File: src/design/irq_arb_pkg.sv
// Constants shared by the interrupt arbiter and break source.
// Assumes a byte-wide register port and a 16-bit CPU address space.
package irq_arb_pkg;
  // Register offsets on the plain register port
  localparam logic [7:0] OFS_STATUS_ONE = 8'h00;
  localparam logic [7:0] OFS_STATUS_TWO = 8'h01;
  localparam logic [7:0] OFS_STATUS_THREE = 8'h02;
  localparam logic [7:0] OFS_BRK_ADDR_HI = 8'h03;
  localparam logic [7:0] OFS_BRK_ADDR_LO = 8'h04;
  localparam logic [7:0] OFS_BRK_CTRL = 8'h05;
  localparam logic [7:0] OFS_ARB_STATE = 8'h06;
  // Break control fields
  localparam int BRK_EN_BIT = 7;
  localparam int BRK_REQ_BIT = 6;
  localparam int BRK_ACT_BIT = 5;
  // Position of the mask bit inside the condition code byte
  localparam int CCR_I_BIT = 3;
  // Reset values
  localparam logic [7:0] STATUS_RESET = 8'h00;
  localparam logic [15:0] BRK_ADDR_RESET = 16'h0000;
  // Vectors
  localparam logic [15:0] VEC_SWI_NORMAL = 16'hFFFC;
  localparam logic [15:0] VEC_SWI_MONITOR = 16'hFEFC;
  localparam logic [15:0] VEC_HW_TOP = 16'hFFFA;
  // Sequence step numbers
  localparam logic [3:0] ENT_VEC_HI = 4'h6;
  localparam logic [3:0] ENT_VEC_LO = 4'h7;
  localparam logic [3:0] ENT_START = 4'h8;
  localparam logic [3:0] REC_OPCODE = 4'h5;
  localparam logic [3:0] REC_OPERAND = 4'h6;
  // Sequencer states
  typedef enum logic [1:0] {ST_IDLE, ST_ENTRY, ST_RECOVER} seq_state_t;
endpackage

File: src/design/interrupt_arbiter_break_source.sv
// Interrupt latch, arbiter, entry/return bus sequencer and break source.
// Assumes the CPU holds its register values and pointer stable while busy is high
// and that memory answers a read in the cycle its address is shown.
//
// Added by the designer: strobed register access and the register addresses.
`timescale 1ns/1ps
// What this block does
// Latch requests, arbitrate when processing starts
// Arbitration yields a constant selecting the vector
// Latched request held until serviced or unmasked
// Entry pushes registers and sets mask
// Return restores registers from stack
// Requests checked only after instruction completes
// Start only if unmasked and source enabled
// Highest priority pending request served first
// Pending request served right after return
// High index register never pushed on entry
// Entry bus: pointer, four lower, vectors, start
// Return bus: pointer-4 up, then opcode, operand
// Software interrupt ignores the mask
// Status flags show requests, read-only, reset zero
// First status: flags one-six, low bits zero
// Second status: flags seven to fourteen
// Third status: flags fifteen to twenty-two
// Address match raises breakpoint, loads software interrupt
// Writing request bit starts a break
// Break vector normal or monitor pair
// Return in break routine ends break
// Status flags follow request lines every cycle
module interrupt_arbiter_break_source #(
  parameter int NUM_SRC = 22
) (
  input wire logic mclk,
  input wire logic sys_rst,
  input wire logic [7:0] reg_addr,
  input wire logic [7:0] reg_wdata,
  input wire logic reg_wr,
  input wire logic reg_rd,
  output logic [7:0] reg_rdata,
  input wire logic [NUM_SRC-1:0] src_req,
  input wire logic [NUM_SRC-1:0] src_en,
  input wire logic instr_done,
  input wire logic swi_exec,
  input wire logic rti_exec,
  input wire logic cli_exec,
  input wire logic sei_exec,
  input wire logic monitor_mode,
  input wire logic [15:0] cpu_addr,
  input wire logic cpu_addr_valid,
  input wire logic [15:0] cpu_pc,
  input wire logic [15:0] cpu_sp,
  input wire logic [7:0] cpu_a,
  input wire logic [7:0] cpu_x,
  input wire logic [7:0] cpu_ccr,
  input wire logic [7:0] bus_rdata,
  output logic [15:0] bus_addr,
  output logic [7:0] bus_wdata,
  output logic bus_write,
  output logic bus_valid,
  output logic busy,
  output logic i_mask,
  output logic [15:0] vector_addr,
  output logic load_swi_op,
  output logic breakpoint_signal,
  output logic entry_done,
  output logic restore_done,
  output logic [15:0] restored_pc,
  output logic [7:0] restored_a,
  output logic [7:0] restored_x,
  output logic [7:0] restored_ccr
);
  irq_arb_pkg::seq_state_t state, next_state;
  logic [3:0] step, next_step;
  logic [21:0] status_flags;
  logic [4:0] latched_id, next_latched_id;
  logic latch_valid, next_latch_valid;
  logic next_i_mask;
  logic [15:0] base_sp, next_base_sp;
  logic [15:0] next_vector_addr;
  logic [7:0] vec_hi, next_vec_hi, vec_lo, next_vec_lo;
  logic [15:0] brk_addr, next_brk_addr;
  logic brk_en, next_brk_en;
  logic brk_pending, next_brk_pending;
  logic break_active, next_break_active;
  logic resume, next_resume;
  logic next_load_swi_op, next_breakpoint, next_entry_done, next_restore_done;
  logic [15:0] next_restored_pc;
  logic [7:0] next_restored_a, next_restored_x, next_restored_ccr;
  logic [15:0] next_bus_addr;
  logic [7:0] next_bus_wdata;
  logic next_bus_write, next_bus_valid;
  logic [7:0] next_reg_rdata;
  logic hw_any;
  logic [4:0] hw_id;
  logic addr_match;

  // Fixed priority: lowest source number wins among enabled requests
  always_comb
  begin
    hw_any = 1'b0;
    hw_id = 5'h00;
    for (int i = NUM_SRC - 1; i >= 0; i--)
    begin
      if (src_req[i] && src_en[i])
      begin
        hw_any = 1'b1;
        hw_id = 5'(i);
      end
    end
  end

  // Break address comparator on the CPU address bus
  assign addr_match = brk_en && cpu_addr_valid && (cpu_addr == brk_addr);

  // Sequencer, latch, break and register write next values
  always_comb
  begin
    next_state = state;
    next_step = step;
    next_latched_id = latched_id;
    next_latch_valid = latch_valid;
    next_i_mask = i_mask;
    next_base_sp = base_sp;
    next_vector_addr = vector_addr;
    next_vec_hi = vec_hi;
    next_vec_lo = vec_lo;
    next_brk_addr = brk_addr;
    next_brk_en = brk_en;
    next_brk_pending = brk_pending;
    next_break_active = break_active;
    next_resume = 1'b0;
    next_load_swi_op = 1'b0;
    next_breakpoint = 1'b0;
    next_entry_done = 1'b0;
    next_restore_done = 1'b0;
    next_restored_pc = restored_pc;
    next_restored_a = restored_a;
    next_restored_x = restored_x;
    next_restored_ccr = restored_ccr;
    if (cli_exec)
    begin
      next_i_mask = 1'b0;
      next_latch_valid = 1'b0;
    end
    else if (sei_exec)
    begin
      next_i_mask = 1'b1;
    end
    unique case (state)
      irq_arb_pkg::ST_IDLE:
      begin
        if (instr_done || resume)
        begin
          if (brk_pending)
          begin
            next_brk_pending = 1'b0;
            next_load_swi_op = 1'b1;
            next_break_active = 1'b1;
            next_vector_addr = monitor_mode ? irq_arb_pkg::VEC_SWI_MONITOR
                                            : irq_arb_pkg::VEC_SWI_NORMAL;
            next_state = irq_arb_pkg::ST_ENTRY;
          end
          else if (swi_exec && instr_done)
          begin
            next_vector_addr = monitor_mode ? irq_arb_pkg::VEC_SWI_MONITOR
                                            : irq_arb_pkg::VEC_SWI_NORMAL;
            next_state = irq_arb_pkg::ST_ENTRY;
          end
          else if (hw_any && !i_mask)
          begin
            next_latched_id = hw_id;
            next_latch_valid = 1'b1;
            next_vector_addr = 16'(irq_arb_pkg::VEC_HW_TOP - {10'h000, hw_id, 1'b0});
            next_state = irq_arb_pkg::ST_ENTRY;
          end
          if (next_state == irq_arb_pkg::ST_ENTRY)
          begin
            next_i_mask = 1'b1;
            next_base_sp = cpu_sp;
            next_step = 4'h0;
          end
        end
        else if (rti_exec)
        begin
          next_base_sp = cpu_sp;
          next_step = 4'h0;
          next_state = irq_arb_pkg::ST_RECOVER;
        end
      end
      irq_arb_pkg::ST_ENTRY:
      begin
        next_step = 4'(step + 4'h1);
        if (step == irq_arb_pkg::ENT_VEC_HI)
        begin
          next_vec_hi = bus_rdata;
        end
        if (step == irq_arb_pkg::ENT_VEC_LO)
        begin
          next_vec_lo = bus_rdata;
        end
        if (step == irq_arb_pkg::ENT_START)
        begin
          next_entry_done = 1'b1;
          next_latch_valid = 1'b0;
          next_step = 4'h0;
          next_state = irq_arb_pkg::ST_IDLE;
        end
      end
      irq_arb_pkg::ST_RECOVER:
      begin
        next_step = 4'(step + 4'h1);
        unique case (step)
          4'h0: next_restored_ccr = bus_rdata;
          4'h1: next_restored_a = bus_rdata;
          4'h2: next_restored_x = bus_rdata;
          4'h3: next_restored_pc[15:8] = bus_rdata;
          4'h4: next_restored_pc[7:0] = bus_rdata;
          default: next_restored_pc = restored_pc;
        endcase
        if (step == irq_arb_pkg::REC_OPERAND)
        begin
          next_restore_done = 1'b1;
          next_i_mask = restored_ccr[irq_arb_pkg::CCR_I_BIT];
          next_break_active = 1'b0;
          next_resume = 1'b1;
          next_step = 4'h0;
          next_state = irq_arb_pkg::ST_IDLE;
        end
      end
    endcase
    // Register writes
    if (reg_wr)
    begin
      if (reg_addr == irq_arb_pkg::OFS_BRK_ADDR_HI)
      begin
        next_brk_addr[15:8] = reg_wdata;
      end
      if (reg_addr == irq_arb_pkg::OFS_BRK_ADDR_LO)
      begin
        next_brk_addr[7:0] = reg_wdata;
      end
      if (reg_addr == irq_arb_pkg::OFS_BRK_CTRL)
      begin
        next_brk_en = reg_wdata[irq_arb_pkg::BRK_EN_BIT];
        if (reg_wdata[irq_arb_pkg::BRK_REQ_BIT])
        begin
          next_brk_pending = 1'b1;
        end
      end
    end
    // A match in the cycle the pending flag is taken still wins
    if (addr_match)
    begin
      next_breakpoint = 1'b1;
      next_brk_pending = 1'b1;
    end
  end

  // Bus cycle for the coming step
  always_comb
  begin
    next_bus_addr = 16'h0000;
    next_bus_wdata = 8'h00;
    next_bus_write = 1'b0;
    next_bus_valid = next_state != irq_arb_pkg::ST_IDLE;
    if (next_state == irq_arb_pkg::ST_ENTRY)
    begin
      // High index register is deliberately not stacked
      unique case (next_step)
        4'h0: next_bus_addr = cpu_pc;
        4'h1: next_bus_addr = next_base_sp;
        4'h2: next_bus_addr = 16'(next_base_sp - 16'h0001);
        4'h3: next_bus_addr = 16'(next_base_sp - 16'h0002);
        4'h4: next_bus_addr = 16'(next_base_sp - 16'h0003);
        4'h5: next_bus_addr = 16'(next_base_sp - 16'h0004);
        irq_arb_pkg::ENT_VEC_HI: next_bus_addr = next_vector_addr;
        irq_arb_pkg::ENT_VEC_LO: next_bus_addr = 16'(next_vector_addr + 16'h0001);
        default: next_bus_addr = {next_vec_hi, next_vec_lo};
      endcase
      unique case (next_step)
        4'h1: next_bus_wdata = cpu_pc[7:0];
        4'h2: next_bus_wdata = cpu_pc[15:8];
        4'h3: next_bus_wdata = cpu_x;
        4'h4: next_bus_wdata = cpu_a;
        4'h5: next_bus_wdata = cpu_ccr;
        default: next_bus_wdata = 8'h00;
      endcase
      next_bus_write = (next_step >= 4'h1) && (next_step <= 4'h5);
    end
    else if (next_state == irq_arb_pkg::ST_RECOVER)
    begin
      if (next_step <= 4'h4)
      begin
        next_bus_addr = 16'(next_base_sp - 16'h0004 + {12'h000, next_step});
      end
      else if (next_step == irq_arb_pkg::REC_OPCODE)
      begin
        next_bus_addr = next_restored_pc;
      end
      else
      begin
        next_bus_addr = 16'(restored_pc + 16'h0001);
      end
    end
  end

  // Register read data, present only in the cycle after the strobe
  always_comb
  begin
    next_reg_rdata = 8'h00;
    if (reg_rd)
    begin
      unique case (reg_addr)
        irq_arb_pkg::OFS_STATUS_ONE: next_reg_rdata = {status_flags[5:0], 2'b00};
        irq_arb_pkg::OFS_STATUS_TWO: next_reg_rdata = status_flags[13:6];
        irq_arb_pkg::OFS_STATUS_THREE: next_reg_rdata = status_flags[21:14];
        irq_arb_pkg::OFS_BRK_ADDR_HI: next_reg_rdata = brk_addr[15:8];
        irq_arb_pkg::OFS_BRK_ADDR_LO: next_reg_rdata = brk_addr[7:0];
        irq_arb_pkg::OFS_BRK_CTRL: next_reg_rdata = {brk_en, 1'b0, break_active, 5'h00};
        irq_arb_pkg::OFS_ARB_STATE: next_reg_rdata = {latch_valid, i_mask, 1'b0, latched_id};
        default: next_reg_rdata = 8'h00;
      endcase
    end
  end

  // State registers
  always_ff @(posedge mclk)
  begin
    if (sys_rst)
    begin
      state <= irq_arb_pkg::ST_IDLE;
      step <= 4'h0;
      status_flags <= {irq_arb_pkg::STATUS_RESET[5:0], irq_arb_pkg::STATUS_RESET,
                       irq_arb_pkg::STATUS_RESET};
      latched_id <= 5'h00;
      latch_valid <= 1'b0;
      i_mask <= 1'b1;
      base_sp <= 16'h0000;
      vector_addr <= irq_arb_pkg::VEC_SWI_NORMAL;
      vec_hi <= 8'h00;
      vec_lo <= 8'h00;
      brk_addr <= irq_arb_pkg::BRK_ADDR_RESET;
      brk_en <= 1'b0;
      brk_pending <= 1'b0;
      break_active <= 1'b0;
      resume <= 1'b0;
      load_swi_op <= 1'b0;
      breakpoint_signal <= 1'b0;
      entry_done <= 1'b0;
      restore_done <= 1'b0;
      restored_pc <= 16'h0000;
      restored_a <= 8'h00;
      restored_x <= 8'h00;
      restored_ccr <= 8'h00;
      bus_addr <= 16'h0000;
      bus_wdata <= 8'h00;
      bus_write <= 1'b0;
      bus_valid <= 1'b0;
      busy <= 1'b0;
      reg_rdata <= 8'h00;
    end
    else
    begin
      state <= next_state;
      step <= next_step;
      status_flags <= 22'(src_req);
      latched_id <= next_latched_id;
      latch_valid <= next_latch_valid;
      i_mask <= next_i_mask;
      base_sp <= next_base_sp;
      vector_addr <= next_vector_addr;
      vec_hi <= next_vec_hi;
      vec_lo <= next_vec_lo;
      brk_addr <= next_brk_addr;
      brk_en <= next_brk_en;
      brk_pending <= next_brk_pending;
      break_active <= next_break_active;
      resume <= next_resume;
      load_swi_op <= next_load_swi_op;
      breakpoint_signal <= next_breakpoint;
      entry_done <= next_entry_done;
      restore_done <= next_restore_done;
      restored_pc <= next_restored_pc;
      restored_a <= next_restored_a;
      restored_x <= next_restored_x;
      restored_ccr <= next_restored_ccr;
      bus_addr <= next_bus_addr;
      bus_wdata <= next_bus_wdata;
      bus_write <= next_bus_write;
      bus_valid <= next_bus_valid;
      busy <= next_state != irq_arb_pkg::ST_IDLE;
      reg_rdata <= next_reg_rdata;
    end
  end
endmodule

File: config.mk
export PLATFORM = sky130hd
export DESIGN_NAME = interrupt_arbiter_break_source
export DESIGN_NICKNAME = d
export VERILOG_FILES = /design/src/design/irq_arb_pkg.sv /design/src/design/interrupt_arbiter_break_source.sv
export SDC_FILE = /design/constraint.sdc
export NUM_CORES = 1
export LEC_CHECK = 0
export BUFFER_PORTS_ARGS = -buffer_cell sky130_fd_sc_hd__buf_2
export CAP_MARGIN = 20
export CORE_MARGIN = 8
export CORE_UTILIZATION = 55
export CTS_CLUSTER_SIZE = 20
export DETAILED_ROUTE_END_ITERATION = 8
export GPL_ROUTABILITY_DRIVEN = 0
export GPL_TIMING_DRIVEN = 0
export PLACE_DENSITY = 0.81
export SLEW_MARGIN = 20
export SYNTH_ARGS = -nofsm -noshare
export SYNTH_HDL_FRONTEND = slang
export SYNTH_SLANG_ARGS = --single-unit
File: constraint.sdc
create_clock -name mclk -period 14.4 [get_ports mclk]
set_input_delay 1.44 -clock mclk [delete_from_list [all_inputs] [get_ports mclk]]
set_output_delay 1.44 -clock mclk [all_outputs]
set_load 0.01 [all_outputs]
==> qor.yml, run 1 <==
outcome: "finished, violations left"
violations: "DRC"
nets: 1835
wirelength_mm: 42.3
clk_latency_ns: 0.45
grt_pass1_wl_mm: 64.4
min-delay-start: "restored_x[0]$_SDFFE_PP0P_"
grt_max_degree: 19
powerDensity_nw_per_um2: 99.6
ant_nets: 0
drive_above_1_share: 0.196
cts_hold_buf: 0
yosysTopAreaCellShare: 0.325
cts_tree: "yes"
grt_use_total: 0.332
antenna_found_initial: 3
drc: 13
utilization: 0.659
grt_pass1_vias: 11650
r2r_cells: 19
start_kind: "input pin"
worst-path-buf-inv: 5
grt_overflow_total: 0
reg2reg_from: "resume$_SDFF_PP0_"
viasPerCell: 6.55
worst_slew_pin_slew_ns: 0.972
synth-edff-count: 0
ys.flop_type: "dfxtp_1"
vias: 12762
coreArea_um2: 20000
syn_area_um2: 11100
die_x_um: 158
die-height_um: 158
numCtsBuffers: 17
postSynthAreaPerCell_um2: 7.87
path_cells: "buf_2 -> or2_2 -> a41oi_2 -> nand2_1 -> a21oi_2 -> buf_4 -> buf_2 -> mux2i_1 -> ha_1 -> clkbuf_1 -> inv_1 -> nor4_1 -> nand2_1 -> nor2_1 -> mux2i_1 -> xnor2_1 -> o22a_1 -> nand3_1 -> o31ai_1 -> o211ai_1"
period_needed_ns: 6.97
hp-class: "flip-flop to flip-flop"
ys_warn_count: 0
root_buffer: "clkbuf_16"
synth_top_cell_by_area: "dfxtp_1"
dr.first_iter.drc_count: 2112
cp.arrival_ns: 7.28
clockBufferDepth: 2
holdPathEnd: "restored_x[0]$_SDFFE_PP0P_"
relSlewSlack: 0.350
cp_slowest_cell: "mux2i_1"
wl_per_cell_um: 21.7
peakVddDrop_v: 0.0000838
cts_post_setup_buffers_inserted: 0
clock_skew_ns: 0.0130
dp_hpwl_mm: 32.2
tns_ns: 0
cts_max_level: 4
syn_inst: 1410
synth.ff_latch_count: 180
r2r_slack_ns: 8.18
maxCapViolCount: 0
setup_viol: 0
r2r_end: "bus_addr[14]$_SDFF_PP0_"
hold_path_depth: 2
syn2layout_area_growth_pct: 19.0
ys_top_cells_by_area: "dfxtp_1 32%, nand2_1 6.3%, a21oi_1 5.5%"
power.total_mw: 1.32
finalCritPeriodShare: 0.484
num_io_pins: 247
clock_sinks: 180
end_kind: "flip-flop"
crit_fanout: 10
clk_pin_slew_ns: 0.07
drt-pass1-iter-count: 9
initial_utilization: 0.554
postCtsResizedCells: 0
critPathRequiredTime_ns: 14.71
synth_nets: 1581
die-area_um2: 25000
maxSlewViolCount: 0
portBuffers: 235
synthArstFlopShare: 0
finalHoldViolCount: 0
crit_type: "input pin to flip-flop"
synth-seq-area-share: 0.325
num_rows: 52
clock.fmax_mhz: 143
rsz0062_at_grt: "no"
crit_start: "instr_done"
slowest_delay_ns: 0.71
cellLeakagePower_nw: 5.38
path_delay_family: "simple AND/OR/NAND/NOR gates"
synth_cell_types: 95
cell usage in the layout, fill, tap and decap left out, types with 12 or more instances in the layout:
cell type / instances
buf_2: 242
nand2_1: 186
dfxtp_1: 180
nor2_1: 134
a21oi_1: 122
clkbuf_1: 65
nand3_1: 52
mux2i_1: 50
o21ai_0: 49
xnor2_1: 40
a22oi_1: 38
nor3_1: 36
a31oi_1: 31
inv_1: 29
nor2b_1: 27
nand4_1: 21
or3_1: 21
ha_1: 18
and3_1: 17
clkbuf_16: 17
xor2_1: 15
and2_1: 12
a221oi_1: 12
o211ai_1: 12
a211oi_1: 12
cell families after synthesis:
family | after synthesis | share of synthesized area
XOR/XNOR | 55 | 0.0434
multiplexers | 58 | 0.0536
flip-flops | 180 | 0.325
adder cells (fa/ha/maj) | 20 | 0.0239
buffers and inverters | 113 | 0.0419
AO/OA/AOI/OAI | 415 | 0.263
AND/OR/NAND/NOR | 569 | 0.249
how the worst max path moves through the flow:
stage / to / cells after the start / slack, ns
global route: bus_addr[14]$_SDFF_PP0_ / 20 / 7.25
global placement: bus_addr[11]$_SDFF_PP0_ / 19 / 7.48
finish: bus_addr[14]$_SDFF_PP0_ / 20 / 7.43
CTS: bus_addr[11]$_SDFF_PP0_ / 19 / 7.86
floorplan: bus_addr[11]$_SDFF_PP0_ / 20 / 8.70
detailed placement: bus_addr[11]$_SDFF_PP0_ / 19 / 7.41
Yosys cell counts, types with 15 or more instances:
| cell type | number |
|---|---|
| a21oi_1 | 122 |
| a22oi_1 | 38 |
| a31oi_1 | 31 |
| and3_1 | 17 |
| clkbuf_1 | 65 |
| dfxtp_1 | 180 |
| ha_1 | 18 |
| inv_1 | 29 |
| mux2i_1 | 50 |
| nand2_1 | 186 |
| nand3_1 | 52 |
| nand4_1 | 21 |
| nor2_1 | 134 |
| nor2b_1 | 27 |
| nor3_1 | 36 |
| o21ai_0 | 49 |
| or3_1 | 21 |
| xnor2_1 | 40 |
| xor2_1 | 15 |
cell type report:
type	count	area [um2]
inverter	33	126
multi-input combinational	1117	7030
clock buffer	17	425
tap	270	338
buffer	80	339
antenna	2	5.00
fill	1710	6830
timing repair buffer	235	1180
sequential	180	3600
clock inverter	14	165
stage by stage:
stage          setup WS, ns  cells  hold slack, ns  cell area, um2
2_1_floorplan          8.70   1410           0.431           11100
3_3_place_gp           7.48   1915           0.438           12600
3_5_place_dp           7.41   1915           0.444           12600
4_1_cts                7.86   1946           0.455           13200
5_1_grt                7.25   1948           0.467           13200
6_report               7.43   1948           0.453           13200
sequential cells by signal, summed over array words and instances, names as in the netlist, 4 cells and up:
name / flops
vector_addr: 16
base_sp: 16
latched_id: 5
step: 4
bus_wdata: 8
restored_ccr: 8
status_flags: 22
vec_hi: 8
restored_x: 8
restored_pc: 16
reg_rdata: 8
restored_a: 8
vec_lo: 8
brk_addr: 16
bus_addr: 16
power by group:
| part | leakage (nW) | switching [mW] | internal [mW] |
|---|---|---|---|
| Combinational | 3.63 | 0.204 | 0.114 |
| Clock | 0.279 | 0.226 | 0.246 |
| Sequential | 1.46 | 0.0108 | 0.514 |
tightest hold or removal path: cells and delay by family (launching register included):
kind / cells / cell delay, ns
AO/OA/AOI/OAI: 1 / 0.05
AND/OR/NAND/NOR: 1 / 0.05
flip-flops: 1 / 0.31
metal layers:
layer  vias to the layer above  global-route usage  share of wire
met4                         2               0.187          0.057
met1                      5804               0.415           0.37
met2                      1032               0.506           0.43
met5                         -                   0        0.00026
met3                       210              0.0942           0.14
li1                       5714                   -              -
Note: power is estimated with default switching activity, not from simulation.
==> inputs of run 2 (changes only) <==
- ABC_AREA: not set -> 1
- CORE_UTILIZATION: 55 -> 50
- PLACE_DENSITY: 0.81 -> 0.78
- clock period: 14.4 -> 6.4 ns (I/O delays scaled with it)
==> qor.yml, run 2 <==
outcome: "completed"
dp.cells: 2202  # +15%
drt-pass1-iter-count: 6  # -3
vias: 12733  # -0.23%
synth-seq-area-share: 0.326  # +0.00129
syn2layout_area_growth_pct: 19.7
ys.flop_type: "dfxtp_1"
postCtsResizedCells: 0  # unchanged
nets: 2112  # +15%
powerDensity_nw_per_um2: 245  # +150%
yosysTopAreaCellShare: 0.326  # +0.00129
syn_inst: 1677  # +19%
crit_type: "flip-flop to flip-flop"
drive_above_1_share: 0.198  # +0.00235
viasPerCell: 5.70  # -13%
clock.fmax_mhz: 188
dp_hpwl_mm: 31.8  # -1.3%
numCtsBuffers: 17  # unchanged
tns_ns: 0  # unchanged
finalHoldViolCount: 0  # unchanged
dp_slack_ns: 1.50  # -5.91 ns
layoutNonFillerInstCount: 2235  # +15%
end_kind: "flip-flop"
num_rows: 54  # +3.8%
clk_latency_ns: 0.45  # about the same
cts_max_level: 4  # unchanged
syn_area_um2: 11100  # -0.39%
finalCritPeriodShare: 0.832
die_x_um: 165  # +4.2%
place_area_um2: 12600  # +0.15%
portBuffers: 245  # +4.3%
ys_warn_count: 0  # unchanged
antenna_found_initial: 1  # -2
crit_fanout: 10  # unchanged
cts_post_setup_buffers_inserted: 0  # unchanged
synthArstFlopShare: 0  # unchanged
finalInstanceArea_um2: 13200  # +0.15%
die-area_um2: 27100  # +8.6%
grt_max_degree: 19  # unchanged
start_kind: "flip-flop"
synth.ff_latch_count: 180  # unchanged
postSynthAreaPerCell_um2: 6.59  # -16%
grt_pass1_wl_mm: 62.2  # -3.3%
layout_common_cells: "342 x nand2_1, 261 x buf_2, 227 x nor2_1"
cp.arrival_ns: 5.62  # -1.66 ns
cellLeakagePower_nw: 6.19  # +15%
period_needed_ns: 5.33
root_buffer: "clkbuf_16"
clock_sinks: 180  # unchanged
synth_cell_types: 62  # -35%
synthTopCellsByCount: "342 x nand2_1, 227 x nor2_1, 211 x inv_1, 180 x dfxtp_1, 137 x o21ai_0"
regMostFlops: "status_flags"
clock_skew_ns: 0.0192  # +0.00619 ns
wl_per_cell_um: 18.1  # -16%
hp-class: "input pin to flip-flop"
ant_nets: 0  # unchanged
cts_tree: "yes"
peakVddDrop_v: 0.000192  # +130%
rsz0062_at_grt: "no"
setup_viol: 0  # unchanged
clk_pin_slew_ns: 0.07  # about the same
synth_nets: 1848  # +17%
grt_use_total: 0.290  # -0.0417
maxSlewViolCount: 0  # unchanged
layout_commonest_cell: "nand2_1"
largest_reg_flops: 22  # unchanged
synth_most_common_cell: "nand2_1"
ys_top_cells_by_area: "dfxtp_1 33%, nand2_1 12%, nor2_1 7.7%"
power.total_mw: 3.24  # +150%
die-height_um: 165  # +4.2%
worst_slew_pin_slew_ns: 1.03  # +0.0618 ns
relSlewSlack: 0.308  # -0.0424
dr.first_iter.drc_count: 1599  # -24%
critPathRequiredTime_ns: 6.70  # -8.01 ns
clockBufferDepth: 2  # unchanged
grt_pass1_vias: 11840  # +1.6%
synth-edff-count: 0  # unchanged
synth_top_cell_by_area: "dfxtp_1"
grt_overflow_total: 0  # unchanged
layout_setup_ws_ns: 1.07  # -6.36 ns
coreArea_um2: 21800  # +8.6%
drc: 0  # -13
maxCapViolCount: 0  # unchanged
cts_hold_buf: 0  # unchanged
num_io_pins: 247  # unchanged
wirelength_mm: 40.6  # -4.1%
initial_utilization: 0.508  # -0.0457
[run 2: cell count changes after synthesis, sizes merged, moves of 27 or more]
| cell | delta |
|---|---|
| nand3 | +62 |
| o21ai | +95 |
| xnor2 | -35 |
| inv | +196 |
| mux2i | -33 |
| nor2b | -27 |
| nor2 | +112 |
| clkbuf | -31 |
| a22oi | -34 |
| nand2 | +175 |
[run 2: path summary, 6_finish.rpt]
path	startpoint	to	slack (ns)	cells after the start
worst max-delay path	state[1]$_SDFF_PP0_	bus_addr[12]$_SDFF_PP0_	1.07	20
worst min-delay path	src_req[2]	status_flags[2]$_SDFF_PP0_	0.42	3
worst max register to register	state[1]$_SDFF_PP0_	bus_addr[12]$_SDFF_PP0_	1.07	20
worst min register to register	restored_x[1]$_SDFFE_PP0P_	restored_x[1]$_SDFFE_PP0P_	0.44	2
[run 2: through the flow]
step	utilization	hold slack (ns)
2_1_floorplan	-	0.430
3_3_place_gp	0.580	0.429
3_5_place_dp	0.580	0.434
4_1_cts	0.607	0.408
5_1_grt	0.608	0.424
6_report	0.608	0.416
[run 2: logic make-up (layout without fill, tap and decap cells)]
kind of cell,count (synthesis),count (layout),share of synthesized area
buffers and inverters,287,564,0.102
DFF,180,180,0.326
and+or+nand+nor,792,792,0.319
AOI/OAI and AO/OA,354,354,0.190
xor gates and xnor gates,27,27,0.0245
adders and majority gates,20,20,0.0240
other,0,1,0
muxes,17,17,0.0154
[run 2: area by class of cell]
type,count,area [um2]
fill,2080,8530
antenna,1,2.50
multi-input combinational,1210,6330
timing repair buffer,245,1230
inverter,232,877
clock buffer,19,453
buffer,55,245
clock inverter,13,135
sequential,180,3600
tap,280,350
[run 2: metal layers]
metal	vias to the layer above	global-route usage	wire length (um)
met3	168	0.0805	5070
met5	-	0	0
li1	6043	-	-
met2	837	0.448	17700
met1	5685	0.378	16000
met4	0	0.116	1740
[run 2: power by group]
part	internal [mW]	switching, mW
Clock	0.540	0.516
Combinational	0.291	0.683
Sequential	1.17	0.0308
Total	2.01	1.23
[run 2: critical path: stages (launching register included)]
cell     delay, ns
dfxtp_1       0.35
inv_1         0.19
ha_1          0.31
inv_2         0.17
nor2_2        0.38
inv_1         0.30
nor2_1        0.28
inv_1         0.10
nor2_2        0.28
nand2_1       0.17
nand2_1       0.27
ha_1          0.23
nand2_1       0.10
nor2_1        0.30
nand3_1       0.27
nor2_1        0.35
nand2_1       0.09
nand3_1       0.09
nand4_1       0.13
o31ai_1       0.70
a21oi_2       0.09
